--- src/pkg/dlt_consts.svh ---
// constants for the dual legacy counter/timer block
// Overview of operation
// RULE1: source bit set counts event pin falling edges
// RULE2: else system clock or prescaled clock selected
// RULE3: count when run and (no gate or pin high)
// RULE4: run bit never clears the count
// RULE5: timer b mirrors timer a with own bits
// RULE6: mode 1 is full sixteen-bit counter
// RULE7: mode 2 low counts, reloads from high
// RULE8: overflow flag with enable raises interrupt request
// RULE9: mode 3 low byte uses timer a bits
// RULE10: mode 3 high byte runs on b run bit
// RULE11: split mode: b counts clock, no flag, overflow out
// RULE12: split mode: b stopped by selecting mode 3
// RULE13: overflow flag set by hardware, cleared on vector
// RULE14: irq flag set by type, cleared by software/vector
// RULE15: level mode flag follows inverted pin
// RULE16: type bit: 0 level low, 1 falling edge
// RULE17: mode 0 is thirteen bits, wraps at 0x1FFF
// RULE18: mode field 00,01,10,11 encoding
// RULE19: event pin levels held two clocks minimum
// RULE20: pins synchronised, edges from sampled values
// RULE21: cpu byte write beats increment or reload
`ifndef DLT_CONSTS_SVH
`define DLT_CONSTS_SVH
// ----------------------------------------
// register byte addresses
// ----------------------------------------
`define DLT_ADDR_CTRL 8'h88
`define DLT_ADDR_MODE 8'h8C
`define DLT_ADDR_CKSEL 8'h90
`define DLT_ADDR_CLA 8'h94
`define DLT_ADDR_CHA 8'h98
`define DLT_ADDR_CLB 8'h9C
`define DLT_ADDR_CHB 8'hA0
`define DLT_ADDR_IEN 8'hA4
`define DLT_ADDR_ACK 8'hA8
// ----------------------------------------
// control/status fields
// ----------------------------------------
`define DLT_TF_B 7
`define DLT_TR_B 6
`define DLT_TF_A 5
`define DLT_TR_A 4
`define DLT_IE_B 3
`define DLT_IT_B 2
`define DLT_IE_A 1
`define DLT_IT_A 0
// ----------------------------------------
// mode register fields
// ----------------------------------------
`define DLT_GATE_B 7
`define DLT_CT_B 6
`define DLT_MODE_B_HI 5
`define DLT_MODE_B_LO 4
`define DLT_GATE_A 3
`define DLT_CT_A 2
`define DLT_MODE_A_HI 1
`define DLT_MODE_A_LO 0
// ----------------------------------------
// clock select fields and prescale
// ----------------------------------------
`define DLT_SYSSEL_B 4
`define DLT_SYSSEL_A 3
`define DLT_SCA_HI 1
`define DLT_SCA_LO 0
`define DLT_DIV12 8'd11
`define DLT_DIV4 8'd3
`define DLT_DIV48 8'd47
`define DLT_DIV8 8'd7
`define DLT_RESET_BYTE 8'h00
`define DLT_RESP_OKAY 2'b00
`define DLT_RESP_SLVERR 2'b10
`endif

--- src/pkg/dlt_pkg.sv ---
// types for the dual legacy counter/timer block
package dlt_pkg;
    typedef enum logic [1:0] {DLT_M13, DLT_M16, DLT_M8R, DLT_MSPLIT} dlt_mode_e;
    typedef logic [7:0] dlt_byte_t;
endpackage : dlt_pkg

--- src/logic/dlt_prescaler.sv ---
// prescaled tick generator
`include "dlt_consts.svh"
module dlt_prescaler
    import dlt_pkg::*;
(
    input wire logic aclk,
    input wire logic aresetn,
    input wire logic [1:0] scale,
    output logic tick
);
    typedef struct packed {
        dlt_byte_t cnt;
        logic tick;
    } dlt_ps_s;

    dlt_ps_s q, d;
    dlt_byte_t limit;

    always_comb begin
        case (scale)
            2'd0: limit = `DLT_DIV12;
            2'd1: limit = `DLT_DIV4;
            2'd2: limit = `DLT_DIV48;
            default: limit = `DLT_DIV8;
        endcase
        d = q;
        d.tick = 1'b0;
        if (q.cnt >= limit) begin
            d.cnt = `DLT_RESET_BYTE;
            d.tick = 1'b1;
        end else begin
            d.cnt = q.cnt + 8'd1;
        end
    end

    always_ff @(posedge aclk) begin
        if (!aresetn) begin
            q <= '0;
        end else begin
            q <= d;
        end
    end

    assign tick = q.tick;
endmodule : dlt_prescaler

--- src/logic/dlt_timers.sv ---
// dual legacy counter/timer with axi4-lite register slave
//
// Register access over AXI4-Lite was left to the implementer.
`include "dlt_consts.svh"
module dlt_timers
    import dlt_pkg::*;
(
    input wire logic aclk,
    input wire logic aresetn,
    input wire logic [7:0] s_axi_awaddr,
    input wire logic s_axi_awvalid,
    output logic s_axi_awready,
    input wire logic [31:0] s_axi_wdata,
    input wire logic [3:0] s_axi_wstrb,
    input wire logic s_axi_wvalid,
    output logic s_axi_wready,
    output logic [1:0] s_axi_bresp,
    output logic s_axi_bvalid,
    input wire logic s_axi_bready,
    input wire logic [7:0] s_axi_araddr,
    input wire logic s_axi_arvalid,
    output logic s_axi_arready,
    output logic [31:0] s_axi_rdata,
    output logic [1:0] s_axi_rresp,
    output logic s_axi_rvalid,
    input wire logic s_axi_rready,
    input wire logic event_pin_a,
    input wire logic event_pin_b,
    input wire logic ext_irq_a_n,
    input wire logic ext_irq_b_n,
    output logic timer_irq_a,
    output logic timer_irq_b,
    output logic ext_irq_a,
    output logic ext_irq_b,
    output logic overflow_pulse_b
);
    // ----------------------------------------
    // state
    // ----------------------------------------
    typedef struct packed {
        logic aw_got;
        logic w_got;
        logic [7:0] aw_addr;
        logic [31:0] wdata;
        logic [3:0] wstrb;
        logic bvalid;
        logic [1:0] bresp;
        logic rvalid;
        logic [31:0] rdata;
        logic [1:0] rresp;
        dlt_byte_t timer_control_status;
        dlt_byte_t timer_mode_reg;
        dlt_byte_t clock_select_reg;
        dlt_byte_t count_low_a;
        dlt_byte_t count_high_a;
        dlt_byte_t count_low_b;
        dlt_byte_t count_high_b;
        logic [1:0] irq_enable;
        logic [3:0] sync1;
        logic [3:0] sync2;
        logic [3:0] prev;
        logic irq_a;
        logic irq_b;
        logic xirq_a;
        logic xirq_b;
        logic ovf_b;
    } dlt_s;

    dlt_s q, d;
    logic ps_tick;

    dlt_prescaler u_ps (
        .aclk(aclk),
        .aresetn(aresetn),
        .scale(q.clock_select_reg[`DLT_SCA_HI:`DLT_SCA_LO]),
        .tick(ps_tick)
    );

    // ----------------------------------------
    // helpers
    // ----------------------------------------
    function automatic logic tick_of(input logic ct, input logic sys, input logic fall,
                                     input logic pst);
        if (ct) begin
            tick_of = fall; // RULE1
        end else begin
            tick_of = sys ? 1'b1 : pst; // RULE2
        end
    endfunction : tick_of

    function automatic logic [7:0] reg_read(input logic [7:0] a, input dlt_s s);
        case (a)
            `DLT_ADDR_CTRL: reg_read = s.timer_control_status;
            `DLT_ADDR_MODE: reg_read = s.timer_mode_reg;
            `DLT_ADDR_CKSEL: reg_read = s.clock_select_reg;
            `DLT_ADDR_CLA: reg_read = s.count_low_a;
            `DLT_ADDR_CHA: reg_read = s.count_high_a;
            `DLT_ADDR_CLB: reg_read = s.count_low_b;
            `DLT_ADDR_CHB: reg_read = s.count_high_b;
            `DLT_ADDR_IEN: reg_read = {6'h00, s.irq_enable};
            default: reg_read = 8'h00;
        endcase
    endfunction : reg_read

    function automatic logic addr_ok(input logic [7:0] a);
        case (a)
            `DLT_ADDR_CTRL, `DLT_ADDR_MODE, `DLT_ADDR_CKSEL, `DLT_ADDR_CLA, `DLT_ADDR_CHA,
            `DLT_ADDR_CLB, `DLT_ADDR_CHB, `DLT_ADDR_IEN, `DLT_ADDR_ACK: addr_ok = 1'b1;
            default: addr_ok = 1'b0;
        endcase
    endfunction : addr_ok

    // one counting step of a timer in modes 0..2; returns {ovf, high, low}
    function automatic logic [16:0] step(input dlt_mode_e m, input logic [7:0] lo,
                                         input logic [7:0] hi);
        logic [16:0] r;
        logic [13:0] c13;
        logic [16:0] c16;
        logic [8:0] c8;
        r = {1'b0, hi, lo};
        c13 = {1'b0, hi, lo[4:0]} + 14'd1;
        c16 = {1'b0, hi, lo} + 17'd1;
        c8 = {1'b0, lo} + 9'd1;
        case (m)
            DLT_M13: r = {c13[13], c13[12:5], lo[7:5], c13[4:0]}; // RULE17
            DLT_M16: r = c16; // RULE6
            DLT_M8R: r = c8[8] ? {1'b1, hi, hi} : {1'b0, hi, c8[7:0]}; // RULE7
            default: r = {1'b0, hi, lo};
        endcase
        step = r;
    endfunction : step

    // ----------------------------------------
    // next state
    // ----------------------------------------
    dlt_mode_e mode_a;
    dlt_mode_e mode_b;
    logic split;
    logic [3:0] fall;
    logic run_a;
    logic run_b;
    logic tk_a;
    logic tk_b;
    logic tk_ah;
    logic ovf_a;
    logic ovf_bt;
    logic ovf_ah;
    logic [16:0] sa;
    logic [16:0] sb;
    logic [8:0] lo8;
    logic [8:0] hi8;
    logic wr_fire;
    logic [7:0] wb;
    logic [7:0] tcs;

    always_comb begin
        d = q;
        mode_a = dlt_mode_e'(q.timer_mode_reg[`DLT_MODE_A_HI:`DLT_MODE_A_LO]); // RULE18
        mode_b = dlt_mode_e'(q.timer_mode_reg[`DLT_MODE_B_HI:`DLT_MODE_B_LO]);
        split = (mode_a == DLT_MSPLIT);
        // sync bits: 0 event a, 1 event b, 2 irq a, 3 irq b
        d.sync1 = {ext_irq_b_n, ext_irq_a_n, event_pin_b, event_pin_a}; // RULE20
        d.sync2 = q.sync1;
        d.prev = q.sync2;
        fall = q.prev & ~q.sync2; // RULE20 RULE19
        run_a = q.timer_control_status[`DLT_TR_A] &
                (~q.timer_mode_reg[`DLT_GATE_A] | q.sync2[2]); // RULE3 RULE4
        run_b = q.timer_control_status[`DLT_TR_B] &
                (~q.timer_mode_reg[`DLT_GATE_B] | q.sync2[3]); // RULE5
        if (split) begin
            run_b = (mode_b != DLT_MSPLIT); // RULE12 RULE11
        end
        tk_a = run_a & tick_of(q.timer_mode_reg[`DLT_CT_A],
                               q.clock_select_reg[`DLT_SYSSEL_A], fall[0], ps_tick);
        tk_b = run_b & tick_of(q.timer_mode_reg[`DLT_CT_B] & ~split,
                               q.clock_select_reg[`DLT_SYSSEL_B], fall[1], ps_tick); // RULE11
        tk_ah = q.timer_control_status[`DLT_TR_B] &
                tick_of(1'b0, q.clock_select_reg[`DLT_SYSSEL_A], 1'b0, ps_tick); // RULE10
        ovf_a = 1'b0;
        ovf_bt = 1'b0;
        ovf_ah = 1'b0;
        sa = step(mode_a, q.count_low_a, q.count_high_a);
        sb = step(mode_b, q.count_low_b, q.count_high_b);
        lo8 = {1'b0, q.count_low_a} + 9'd1;
        hi8 = {1'b0, q.count_high_a} + 9'd1;
        if (split) begin
            if (tk_a) begin
                d.count_low_a = lo8[7:0]; // RULE9
                ovf_a = lo8[8];
            end
            if (tk_ah) begin
                d.count_high_a = hi8[7:0]; // RULE10
                ovf_ah = hi8[8];
            end
        end else if (tk_a) begin
            d.count_low_a = sa[7:0];
            d.count_high_a = sa[15:8];
            ovf_a = sa[16];
        end
        if (tk_b && mode_b != DLT_MSPLIT) begin
            d.count_low_b = sb[7:0];
            d.count_high_b = sb[15:8];
            ovf_bt = sb[16];
        end
        d.ovf_b = ovf_bt;
        // ----------------------------------------
        // axi4-lite handshake
        // ----------------------------------------
        if (s_axi_awvalid && !q.aw_got) begin
            d.aw_got = 1'b1;
            d.aw_addr = s_axi_awaddr;
        end
        if (s_axi_wvalid && !q.w_got) begin
            d.w_got = 1'b1;
            d.wdata = s_axi_wdata;
            d.wstrb = s_axi_wstrb;
        end
        wr_fire = q.aw_got & q.w_got & ~q.bvalid;
        wb = q.wdata[7:0];
        tcs = q.timer_control_status;
        // ----------------------------------------
        // flags: hardware set beats software clear
        // ----------------------------------------
        if (wr_fire) begin
            d.aw_got = 1'b0;
            d.w_got = 1'b0;
            d.bvalid = 1'b1;
            d.bresp = addr_ok(q.aw_addr) ? `DLT_RESP_OKAY : `DLT_RESP_SLVERR;
            if (q.wstrb[0]) begin
                case (q.aw_addr)
                    `DLT_ADDR_CTRL: tcs = wb;
                    `DLT_ADDR_MODE: d.timer_mode_reg = wb;
                    `DLT_ADDR_CKSEL: d.clock_select_reg = wb & 8'h1B;
                    `DLT_ADDR_CLA: d.count_low_a = wb; // RULE21
                    `DLT_ADDR_CHA: d.count_high_a = wb; // RULE21
                    `DLT_ADDR_CLB: d.count_low_b = wb; // RULE21
                    `DLT_ADDR_CHB: d.count_high_b = wb; // RULE21
                    `DLT_ADDR_IEN: d.irq_enable = wb[1:0];
                    `DLT_ADDR_ACK: begin
                        // vector acknowledge: bit0 timer a, bit1 timer b, bit2/3 ext
                        if (wb[0]) tcs[`DLT_TF_A] = 1'b0; // RULE13
                        if (wb[1]) tcs[`DLT_TF_B] = 1'b0; // RULE13
                        if (wb[2] && q.timer_control_status[`DLT_IT_A]) tcs[`DLT_IE_A] = 1'b0;
                        if (wb[3] && q.timer_control_status[`DLT_IT_B]) tcs[`DLT_IE_B] = 1'b0;
                    end
                    default: tcs = q.timer_control_status;
                endcase
            end
        end
        if (ovf_a) begin
            tcs[`DLT_TF_A] = 1'b1; // RULE13 RULE9
        end
        if (ovf_ah || (ovf_bt && !split)) begin
            tcs[`DLT_TF_B] = 1'b1; // RULE10 RULE11
        end
        if (tcs[`DLT_IT_A]) begin
            if (fall[2]) tcs[`DLT_IE_A] = 1'b1; // RULE14 RULE16
        end else begin
            tcs[`DLT_IE_A] = ~q.sync2[2]; // RULE15 RULE16
        end
        if (tcs[`DLT_IT_B]) begin
            if (fall[3]) tcs[`DLT_IE_B] = 1'b1; // RULE14
        end else begin
            tcs[`DLT_IE_B] = ~q.sync2[3]; // RULE15
        end
        d.timer_control_status = tcs;
        if (q.bvalid && s_axi_bready) begin
            d.bvalid = 1'b0;
        end
        if (q.rvalid && s_axi_rready) begin
            d.rvalid = 1'b0;
        end
        if (s_axi_arvalid && !q.rvalid) begin
            d.rvalid = 1'b1;
            d.rdata = {24'h000000, reg_read(s_axi_araddr, q)};
            d.rresp = addr_ok(s_axi_araddr) ? `DLT_RESP_OKAY : `DLT_RESP_SLVERR;
        end
        d.irq_a = q.timer_control_status[`DLT_TF_A] & q.irq_enable[0]; // RULE8
        d.irq_b = q.timer_control_status[`DLT_TF_B] & q.irq_enable[1]; // RULE8
        d.xirq_a = q.timer_control_status[`DLT_IE_A];
        d.xirq_b = q.timer_control_status[`DLT_IE_B];
    end

    always_ff @(posedge aclk) begin
        if (!aresetn) begin
            q <= '0;
            q.sync1 <= 4'hF;
            q.sync2 <= 4'hF;
            q.prev <= 4'hF;
        end else begin
            q <= d;
        end
    end

    // ----------------------------------------
    // outputs
    // ----------------------------------------
    assign s_axi_awready = ~q.aw_got;
    assign s_axi_wready = ~q.w_got;
    assign s_axi_bvalid = q.bvalid;
    assign s_axi_bresp = q.bresp;
    assign s_axi_arready = ~q.rvalid;
    assign s_axi_rvalid = q.rvalid;
    assign s_axi_rdata = q.rdata;
    assign s_axi_rresp = q.rresp;
    assign timer_irq_a = q.irq_a;
    assign timer_irq_b = q.irq_b;
    assign ext_irq_a = q.xirq_a;
    assign ext_irq_b = q.xirq_b;
    assign overflow_pulse_b = q.ovf_b;
endmodule : dlt_timers

--- config.mk ---
export PLATFORM = sky130hd
export DESIGN_NAME = dlt_timers
export DESIGN_NICKNAME = d
export VERILOG_FILES = /design/src/pkg/dlt_pkg.sv /design/src/logic/dlt_prescaler.sv /design/src/logic/dlt_timers.sv
export VERILOG_INCLUDE_DIRS = /design/src /design/src/pkg
export SDC_FILE = /design/constraint.sdc
export NUM_CORES = 1
export LEC_CHECK = 0
export BUFFER_PORTS_ARGS = -buffer_cell sky130_fd_sc_hd__buf_4
export CAP_MARGIN = 20
export CORE_ASPECT_RATIO = 1.4
export CORE_UTILIZATION = 45
export DETAILED_ROUTE_END_ITERATION = 6
export PLACE_DENSITY = 0.64
export SLEW_MARGIN = 5
export SYNTH_ARGS = -nofsm -noshare
export SYNTH_HDL_FRONTEND = slang
export SYNTH_HIERARCHICAL = 1
export SYNTH_SLANG_ARGS = --single-unit
--- constraint.sdc ---
create_clock -name aclk -period 3.01 [get_ports aclk]
set_clock_uncertainty 0.2 [all_clocks]
set_input_delay 0.602 -clock aclk [delete_from_list [all_inputs] [get_ports aclk]]
set_output_delay 0.602 -clock aclk [all_outputs]
set_load 0.005 [all_outputs]
After elaboration in Yosys (flattened, before gate mapping). Cells that the tools add are included.

Bitwise logic cells: 24. Add/subtract/negate cells: 8. Equality and inequality tests: 36. Multiplexer cells: 58. Order comparisons: 1. Reductions and logical operators: 37.

Operator list (count): $eq A8 B8 Y1 const B (18); $pmux W17 S3 (2); $mux W34 (2); $mux W8 (8); $pmux W8 S8 (1); $mux W16 (3); $mux W35 (1); $add A16 B1 Y17 const B (2); $mux W17 (2); $mux W1 (31); $add A13 B1 Y14 const B (2); $add A8 B1 Y9 const B (3); $pmux W6 S3 (1); $reduce_or A9 Y1 (2); $reduce_and A4 Y1 (4); $reduce_and A3 Y1 (4); $and A1 B1 Y1 (10); $not A1 Y1 (10); $reduce_bool A2 Y1 (5); $logic_and A1 B1 Y1 (9); $add A8 B1 Y8 const B (1); $eq A2 B2 Y1 const B (4); $ge A8 B6 Y1 (1); $ne A4 B1 Y1 const B (2); 16 further kinds (36).

Input port bits: 63. Output and inout bits: 46. Bits in registers: 113.

Longest topological paths before layout. Gate-level depths: netlist of run 1.

Depth after elaboration: 11. Depth in mapped cells: 8.

Modules after synthesis. Netlist of run 1, hierarchy kept.

Modules (own cells, without submodules): dlt_timers (instances 1, cells an instance 761, area an instance 6073.3 µm², seq. area each 2042.0 µm²); dlt_prescaler (instances 1, cells an instance 45, area an instance 445.4 µm², seq. area each 180.2 µm²).

Least setup slack after synthesis of run 1. OpenSTA, ideal clock, no wires.

Path kind: input -> register. Start point: input s_axi_araddr[2]. End point: register q (netlist bit s_axi_rdata[4]). Library setup time: 0.124 ns. Data arrival time: 1.923 ns. Path slack: 0.764 ns. Cell stages on the path: 5. Path buffers: 1. Cells stage by stage: clkbuf_1 mux4_2 a22o_1 a221oi_1 o21ai_1.

Cells in the longest elaborated chain, start to end: 2. Elaborated cells on any way between the ends: 9.

Ends and longest elaborated chain: start, declared (RTL line dlt_timers.sv:20) `input wire logic [7:0] s_axi_araddr,`; $eq A8 B8 Y1 (RTL line dlt_timers.sv:92) `case (a)`; $pmux W8 S8 * (RTL line dlt_timers.sv:92); end, declared (RTL line dlt_timers.sv:69) `dlt_s q, d;`.

Mark *: on every way between the ends. The rest lies on a longest branch, timed or not. A chain may end at the register's enable or synchronous reset.

Worst setup path after layout of run 1.
Start point: register q[43] (netlist name). End point: register q[48] (netlist name).

Cells in the longest elaborated chain, start to end: 8. Elaborated cells on any way between the ends: 10.

Ends and longest elaborated chain: $add A8 B1 Y9 (RTL line dlt_timers.sv:123, dlt_timers.sv:184); $mux W17 (RTL line dlt_timers.sv:127) `DLT_M8R: r = c8[8] ? {1'b1, hi, hi} : {1'b0, hi, c8[7:0]};`; $pmux W17 S3 (RTL line dlt_timers.sv:124) `case (m)`; $mux W16 (RTL line dlt_timers.sv:195) `end else if (tk_a) begin`; $mux W16 * (RTL line dlt_timers.sv:186) `if (split) begin`; $mux W8 (RTL line dlt_timers.sv:230) `case (q.aw_addr)`; $mux W34 (RTL line dlt_timers.sv:229) `if (q.wstrb[0]) begin`; $mux W34 * (RTL line dlt_timers.sv:224) `if (wr_fire) begin`.

Marks and branches as above.

==> key figures, run 1 <==
Die
  • Standard-cell rows: 51
  • Die area: 15000 um2
  • Core box area: 14000 um2
  • Die height: 144 um
  • Top Ports: 109
  • Die extent in x: 104 um
  • Starting Density: 46.4%

STA
  • Slew Viols, Final: 0
  • Worst slew margin: 41.8%
  • Final setup fails: 0
  • Max Freq: 0.401 GHz
  • Fin crit period: 2.50 ns
  • Period utilization: 82.9%
  • Fin Setup TNS: 0 ns
  • Worst slew pin tran: 0.871 ns
  • Endpoints failing hold: 0
  • RSZ-0062 raised after global routing: false

Synthesis
  • Post-Syn Area: 6520 um2
  • Ys flop type: dfxtp_1
  • Syn avg cell area: 8.09 um2
  • YS warnings: 6
  • Synth Instances: 806
  • Post-synthesis register bit count: 111
  • Asr flop ratio synth: 0%
  • Share of the synthesized area in the top cell type: 34.1%
  • Sequential fraction of the synthesis area: 34.1%
  • Synth cell types: 86
  • Synth area leaders: dfxtp_1 34%, mux2i_1 5.1%, nand2_1 4.4%, nor2_1 4.3%, buf_4 4.1%
  • Biggest area consumer among synthesized cells: dfxtp_1
  • EDFF count, synth: 0

Place
  • IO Port Bufs: 55
  • GP Congestion: 0.943
  • DPL Wire Length: 14.8 mm

Worst setup path
  • CP Launch Type: register
  • Crit-path cells: ha_1, nand4_1, nor4_2, buf_4, and2_1, a221oi_1, o21ai_1, o211a_1
  • Worst EP arrival: 2.61 ns
  • CP max FO: 6
  • Slowest cell on the critical path: dfxtp_1
  • CP delay by family, top: simple AND/OR/NAND/NOR gates
  • Crit end category: register
  • Critical path required time: 3.12 ns
  • Crit-path max cell delay: 0.43 ns
  • WS Path Type: reg2reg
  • Buf/Inv on CP: 1

Route
  • Total Routed Length: 20.0 mm
  • DR pass1 iterations: 5
  • Detail Route Antenna Nets: 0
  • Vias per inst: 6.04
  • Vias post-DR: 6139
  • DRC viols: 0
  • DR iter-0 viols: 396
  • Wirelength per Cell: 19.6 um

Global routing
  • Overall Global Routing Usage: 27.6%
  • Grt total ovfl: 0
  • Initial antenna violation count: 0
  • First-pass GRT wire length: 31.7 mm
  • Largest net degree at the start of global routing: 43
  • Vias in the first global route: 6001

Cells and area
  • Final Util: 51.4%
  • Area occupied by multi-input gates: 3820 um2
  • ANT cells: 0
  • Filler cells: 1385
  • Reg area: 2220 um2
  • Synthesis-to-finish area growth: 10.7%
  • Share of cells above drive strength 1: 15.2%
  • Fin nets: 896

Clock network
  • Clk slew on worst S/H paths: 0.08 ns
  • CTS tree: done
  • # hold bufs at CTS: 0
  • H-tree depth: 3
  • Root buf cell: clkbuf_16
  • Post-CTS sizing: 0
  • Post-CTS setup buffers: 0
  • # clock sinks: 111
  • Worst-Skew Late Latency: 0.37 ns
  • CTS Buffer Depth: 2
  • Number of CTS-inserted buffers: 9

Hold path
  • Hold WC Path Type: in2reg

Run status
  • Status: finished, final reports clean

Power and ir drop
  • Leak Pwr: 2.53 nW
  • Power per cell area: 413 nW/um2
  • Worst VDD drop: 0.313 mV

Flow run
  • Max cap viols: 0
## cell usage in the layout (no fill, tap or decap), types with 6 or more instances in the layout
cell type / n
a21oi_1: 52
ha_1: 7
buf_4: 74
clkbuf_16: 9
a221oi_1: 9
nor2b_1: 9
conb_1: 27
a31oi_1: 15
nor3_1: 17
and2_1: 6
inv_1: 22
o211ai_1: 9
xor2_1: 8
xnor2_1: 12
nor3_2: 6
nand3_1: 30
mux2i_1: 33
nor2_1: 74
or3_1: 9
nand4_1: 12
a211oi_1: 10
o21ai_1: 10
nand2_1: 77
dfxtp_1: 111
o21ai_0: 43
nand2b_1: 19
and3_1: 9
## registers in the layout, summed over array words and instances (netlist names)
signal            cells
mode_b                2
ext_irq_a             1
s_axi_rvalid          1
q                    71
u_ps/tick             1
timer_irq_b           1
s_axi_rresp           1
mode_a                2
s_axi_rdata           8
u_ps/q                8
d                    10
ext_irq_b             1
timer_irq_a           1
overflow_pulse_b      1
s_axi_bresp           1
s_axi_bvalid          1
## report_power, final
part	switching (mW)	internal [mW]	total [mW]
sequential	0.0508	1.50	1.55
clock	0.643	0.592	1.23
combinational	0.112	0.0858	0.197
total	0.805	2.18	2.98
## per-stage QoR
| step | total power [mW] | hold slack (ns) | setup WS, ns | cell area, um2 | instances |
|---|---|---|---|---|---|
| after floorplan | 1.71 | 0.186 | 0.764 | 6610 | 831 |
| after global placement | 1.77 | 0.187 | 0.466 | 6910 | 1000 |
| after detailed placement | 1.78 | 0.200 | 0.386 | 6910 | 1000 |
| after CTS | 3.00 | 0.203 | 0.534 | 7220 | 1016 |
| after global routing | 3.08 | 0.211 | 0.337 | 7220 | 1016 |
| final | 2.98 | 0.210 | 0.515 | 7220 | 1016 |
## path summary, 6_finish.rpt
| check | from | end | slack, ns | cells past startpoint |
|---|---|---|---|---|
| worst max-delay path | q[43] | q[48] | 0.51 | 8 |
| worst min-delay path | event_pin_a | d[9] | 0.21 | 2 |
| worst max register to register | q[43] | q[48] | 0.51 | 8 |
| worst min register to register | d[11] | d[7] | 0.21 | 1 |
## layer usage
metal | routed length, um | vias up | share of wire [%] | track usage (%)
met5 | 0 | - | 0 | 0
met4 | 1230 | 0 | 6.2 | 19.8
met3 | 969 | 76 | 4.9 | 3.24
met2 | 9950 | 261 | 50 | 49.9
met1 | 7800 | 2899 | 39 | 30.2
li1 | - | 2903 | - | -
## cells by family after synthesis
family,Yosys count,synth area share (%)
simple gates,305,24.3
compound gates,209,21.8
other cells,2,0.115
buf+inv,112,8.75
flops,111,34.1
xor+xnor,20,2.69
mux,40,6.97
fa+ha+maj,7,1.34
## worst reg2reg max path: stages, from the launching register on
cell      delay, ns
dfxtp_1        0.43
ha_1           0.27
nand4_1        0.32
nor4_2         0.32
buf_4          0.18
and2_1         0.29
a221oi_1       0.15
o21ai_1        0.13
o211a_1        0.15
## final cells by class
type | count | share of cell area [%]
Clock buffer | 9 | 3.12
Clock inverter | 7 | 1.11
Inverter | 22 | 1.14
Multi-Input combinational cell | 608 | 52.9
Sequential cell | 111 | 30.8
Tap cell | 185 | 3.21
Timing Repair Buffer | 74 | 7.70
## Yosys cell counts (5+ instances only)
cell,instances
a221oi_1,9
a211oi_1,10
xor2_1,8
dfxtp_1,111
and2_1,6
nand4_1,12
o21ai_0,43
inv_1,22
o211ai_1,9
clkbuf_1,36
buf_2,11
buf_4,36
nor4_1,5
buf_1,6
or3_1,9
nor3_1,17
and3_1,9
nor3_2,6
nand3_1,30
a31oi_1,15
ha_1,7
nor2b_1,9
mux2i_1,33
nor2_1,74
nand2_1,77
a21oi_1,52
nand2b_1,19
o21ai_1,10
xnor2_1,12
(Power assumes the default switching activity.)
==> inputs of run 2 (changes only) <==
clock period = 2.5 ns   (was 3.01 ns; I/O delays follow)
==> run 2 against run 1 <==
Effect of this change:
- sequential power rose by 20%
- hold slack got worse by 0.10 ns
- highest routed layer unchanged
- via count rose by 2.4%
- clock power rose by 22%
- total power rose by 21%
- setup slack got worse by 0.34 ns
- flip-flop and latch count did not move
- register-to-register slack got worse by 0.34 ns
- final cell count rose by 3.1%
==> key figures, run 2 (synthesized netlist as in run 1, its figures left out) <==
Die
  • Starting Density: 46.4%
  • Die area: 15000 um2
  • Die height: 144 um
  • Die extent in x: 104 um
  • Core box area: 14000 um2
  • Standard-cell rows: 51
  • Top Ports: 109

Power and ir drop
  • Reg power frac: 51.7%
  • Logic pwr share: 6.8%
  • Sw power: 973 uW
  • Internal power: 2.63 mW
  • Worst VDD drop: 0.376 mV
  • Switching Share: 27.0%
  • Clk pwr share: 41.5%
  • Power per cell area: 483 nW/um2
  • Power, Total: 3.61 mW
  • Leak Pwr: 2.69 nW

Worst setup path
  • WS Path Type: reg2reg
  • Worst EP arrival: 2.43 ns
  • Slowest cell on the critical path: dfxtp_1
  • CP max FO: 4
  • Crit end category: register
  • CP delay by family, top: compound AO/OA/AOI/OAI gates
  • Crit-path cells: ha_1, and4_1, nand2_1, a311o_1, a2111oi_0, a21oi_1, a21oi_1
  • Critical Path Most Common Cell: a21oi_1
  • Crit-path max cell delay: 0.44 ns
  • Critical path required time: 2.60 ns
  • CP Launch Type: register
  • Buf/Inv on CP: 0

STA
  • Worst slew pin tran: 0.610 ns
  • Period utilization: 93.1%
  • Fin Setup TNS: 0 ns
  • Fin crit period: 2.33 ns
  • Slew Viols, Final: 0
  • Final setup fails: 0
  • Endpoints failing hold: 0
  • Worst slew margin: 59.3%
  • RSZ-0062 raised after global routing: false
  • Final worst slack: 0.173 ns
  • Max Freq: 0.430 GHz

Clock network
  • Clk slew on worst S/H paths: 0.08 ns
  • H-tree depth: 3
  • Root buf cell: clkbuf_16
  • Post-CTS setup buffers: 0
  • # clock sinks: 111
  • Number of CTS-inserted buffers: 9
  • Worst-Skew Late Latency: 0.37 ns
  • CTS Buffer Depth: 2
  • CTS tree: done

Route
  • Wirelength per Cell: 19.2 um
  • Vias post-DR: 6288
  • Detail Route Antenna Nets: 0
  • DRC viols: 0
  • Top routing layer used: met4
  • Routed met1 length: 7.62 mm
  • Vias per inst: 6.01
  • Routed wl met2: 9.99 mm
  • Total Routed Length: 20.1 mm
  • DR iter-0 viols: 497
  • Met3 wire length: 1.05 mm
  • DR pass1 iterations: 5

Cells and area
  • ANT cells: 0
  • Reg with most FFs: q
  • Share of cells above drive strength 1: 18.3%
  • Leading cell types in the layout, fill and taps excluded: 111 x dfxtp_1, 104 x buf_4, 77 x nand2_1
  • Filler cells: 1353
  • Max FFs per register: 71
  • Reg area: 2220 um2
  • Area occupied by multi-input gates: 3820 um2
  • Most common cell after layout, fill and taps aside: dfxtp_1
  • Fin nets: 927
  • Synthesis-to-finish area growth: 14.6%
  • Final Util: 53.2%

Hold path
  • Hold WC Path Type: in2reg

Place
  • IO Port Bufs: 55
  • GP Congestion: 1.00
  • Place WS: 0.182 ns
  • DPL Wire Length: 15.0 mm

Run status
  • Status: finished, final reports clean

Global routing
  • Grt total ovfl: 0
  • Vias in the first global route: 6184
  • Largest net degree at the start of global routing: 50
  • Initial antenna violation count: 0
  • First-pass GRT wire length: 32.1 mm
  • Overall Global Routing Usage: 27.4%

Flow run
  • Max cap viols: 0
run 2: layout make-up:
cell class / instances / share of cell area, %
Clock buffer: 9 / 3.02
Clock inverter: 7 / 1.16
Inverter: 22 / 1.11
Multi-Input combinational cell: 608 / 51.2
Sequential cell: 111 / 29.7
Tap cell: 185 / 3.10
Timing Repair Buffer: 105 / 10.7
run 2: timing repair:
action                                 CTS  global route
setup endpoints to repair                0             1
resized for setup                        0             1
endpoints found under the hold margin    0             0
hold buffers                             0             0
run 2: worst paths after layout:
kind / slack, ns / endpoint / cells past startpoint / start
worst max-delay path: 0.17 / q[32] / 7 / q[28]
worst min-delay path: 0.11 / s_axi_rvalid / 2 / s_axi_rready
worst max register to register: 0.17 / q[32] / 7 / q[28]
worst min register to register: 0.21 / d[7] / 1 / d[11]
run 2: metal layers:
metal | vias up | global-route usage, %
met4 | 0 | 22.3
met3 | 87 | 3.65
li1 | 2961 | -
met2 | 261 | 48.7
met1 | 2979 | 29.5
met5 | - | 0
run 2: worst register-to-register path: cells and delay by family, from the launching register on:
| family | cells | cell delay [ns] |
|---|---|---|
| AO/OA/AOI/OAI | 4 | 0.99 |
| adder cells (fa/ha/maj) | 1 | 0.26 |
| flip-flops | 1 | 0.44 |
| AND/OR/NAND/NOR | 2 | 0.37 |
run 2: power by group through the flow:
stage | sequential, mW | clock, mW | combinational [mW]
2_1_floorplan | 1.87 | 0 | 0.191
3_3_place_gp | 1.90 | 0 | 0.237
3_5_place_dp | 1.90 | 0 | 0.243
4_1_cts | 1.86 | 1.52 | 0.244
5_1_grt | 1.87 | 1.59 | 0.272
6_report | 1.86 | 1.50 | 0.244
run 2: metrics by stage:
stage | hold slack (ns) | cell area (um2) | std cells
floorplan | 0.186 | 6610 | 831
global placement | 0.188 | 7160 | 1031
detailed placement | 0.201 | 7160 | 1031
CTS | 0.0975 | 7470 | 1047
global route | 0.105 | 7470 | 1047
finish | 0.109 | 7470 | 1047
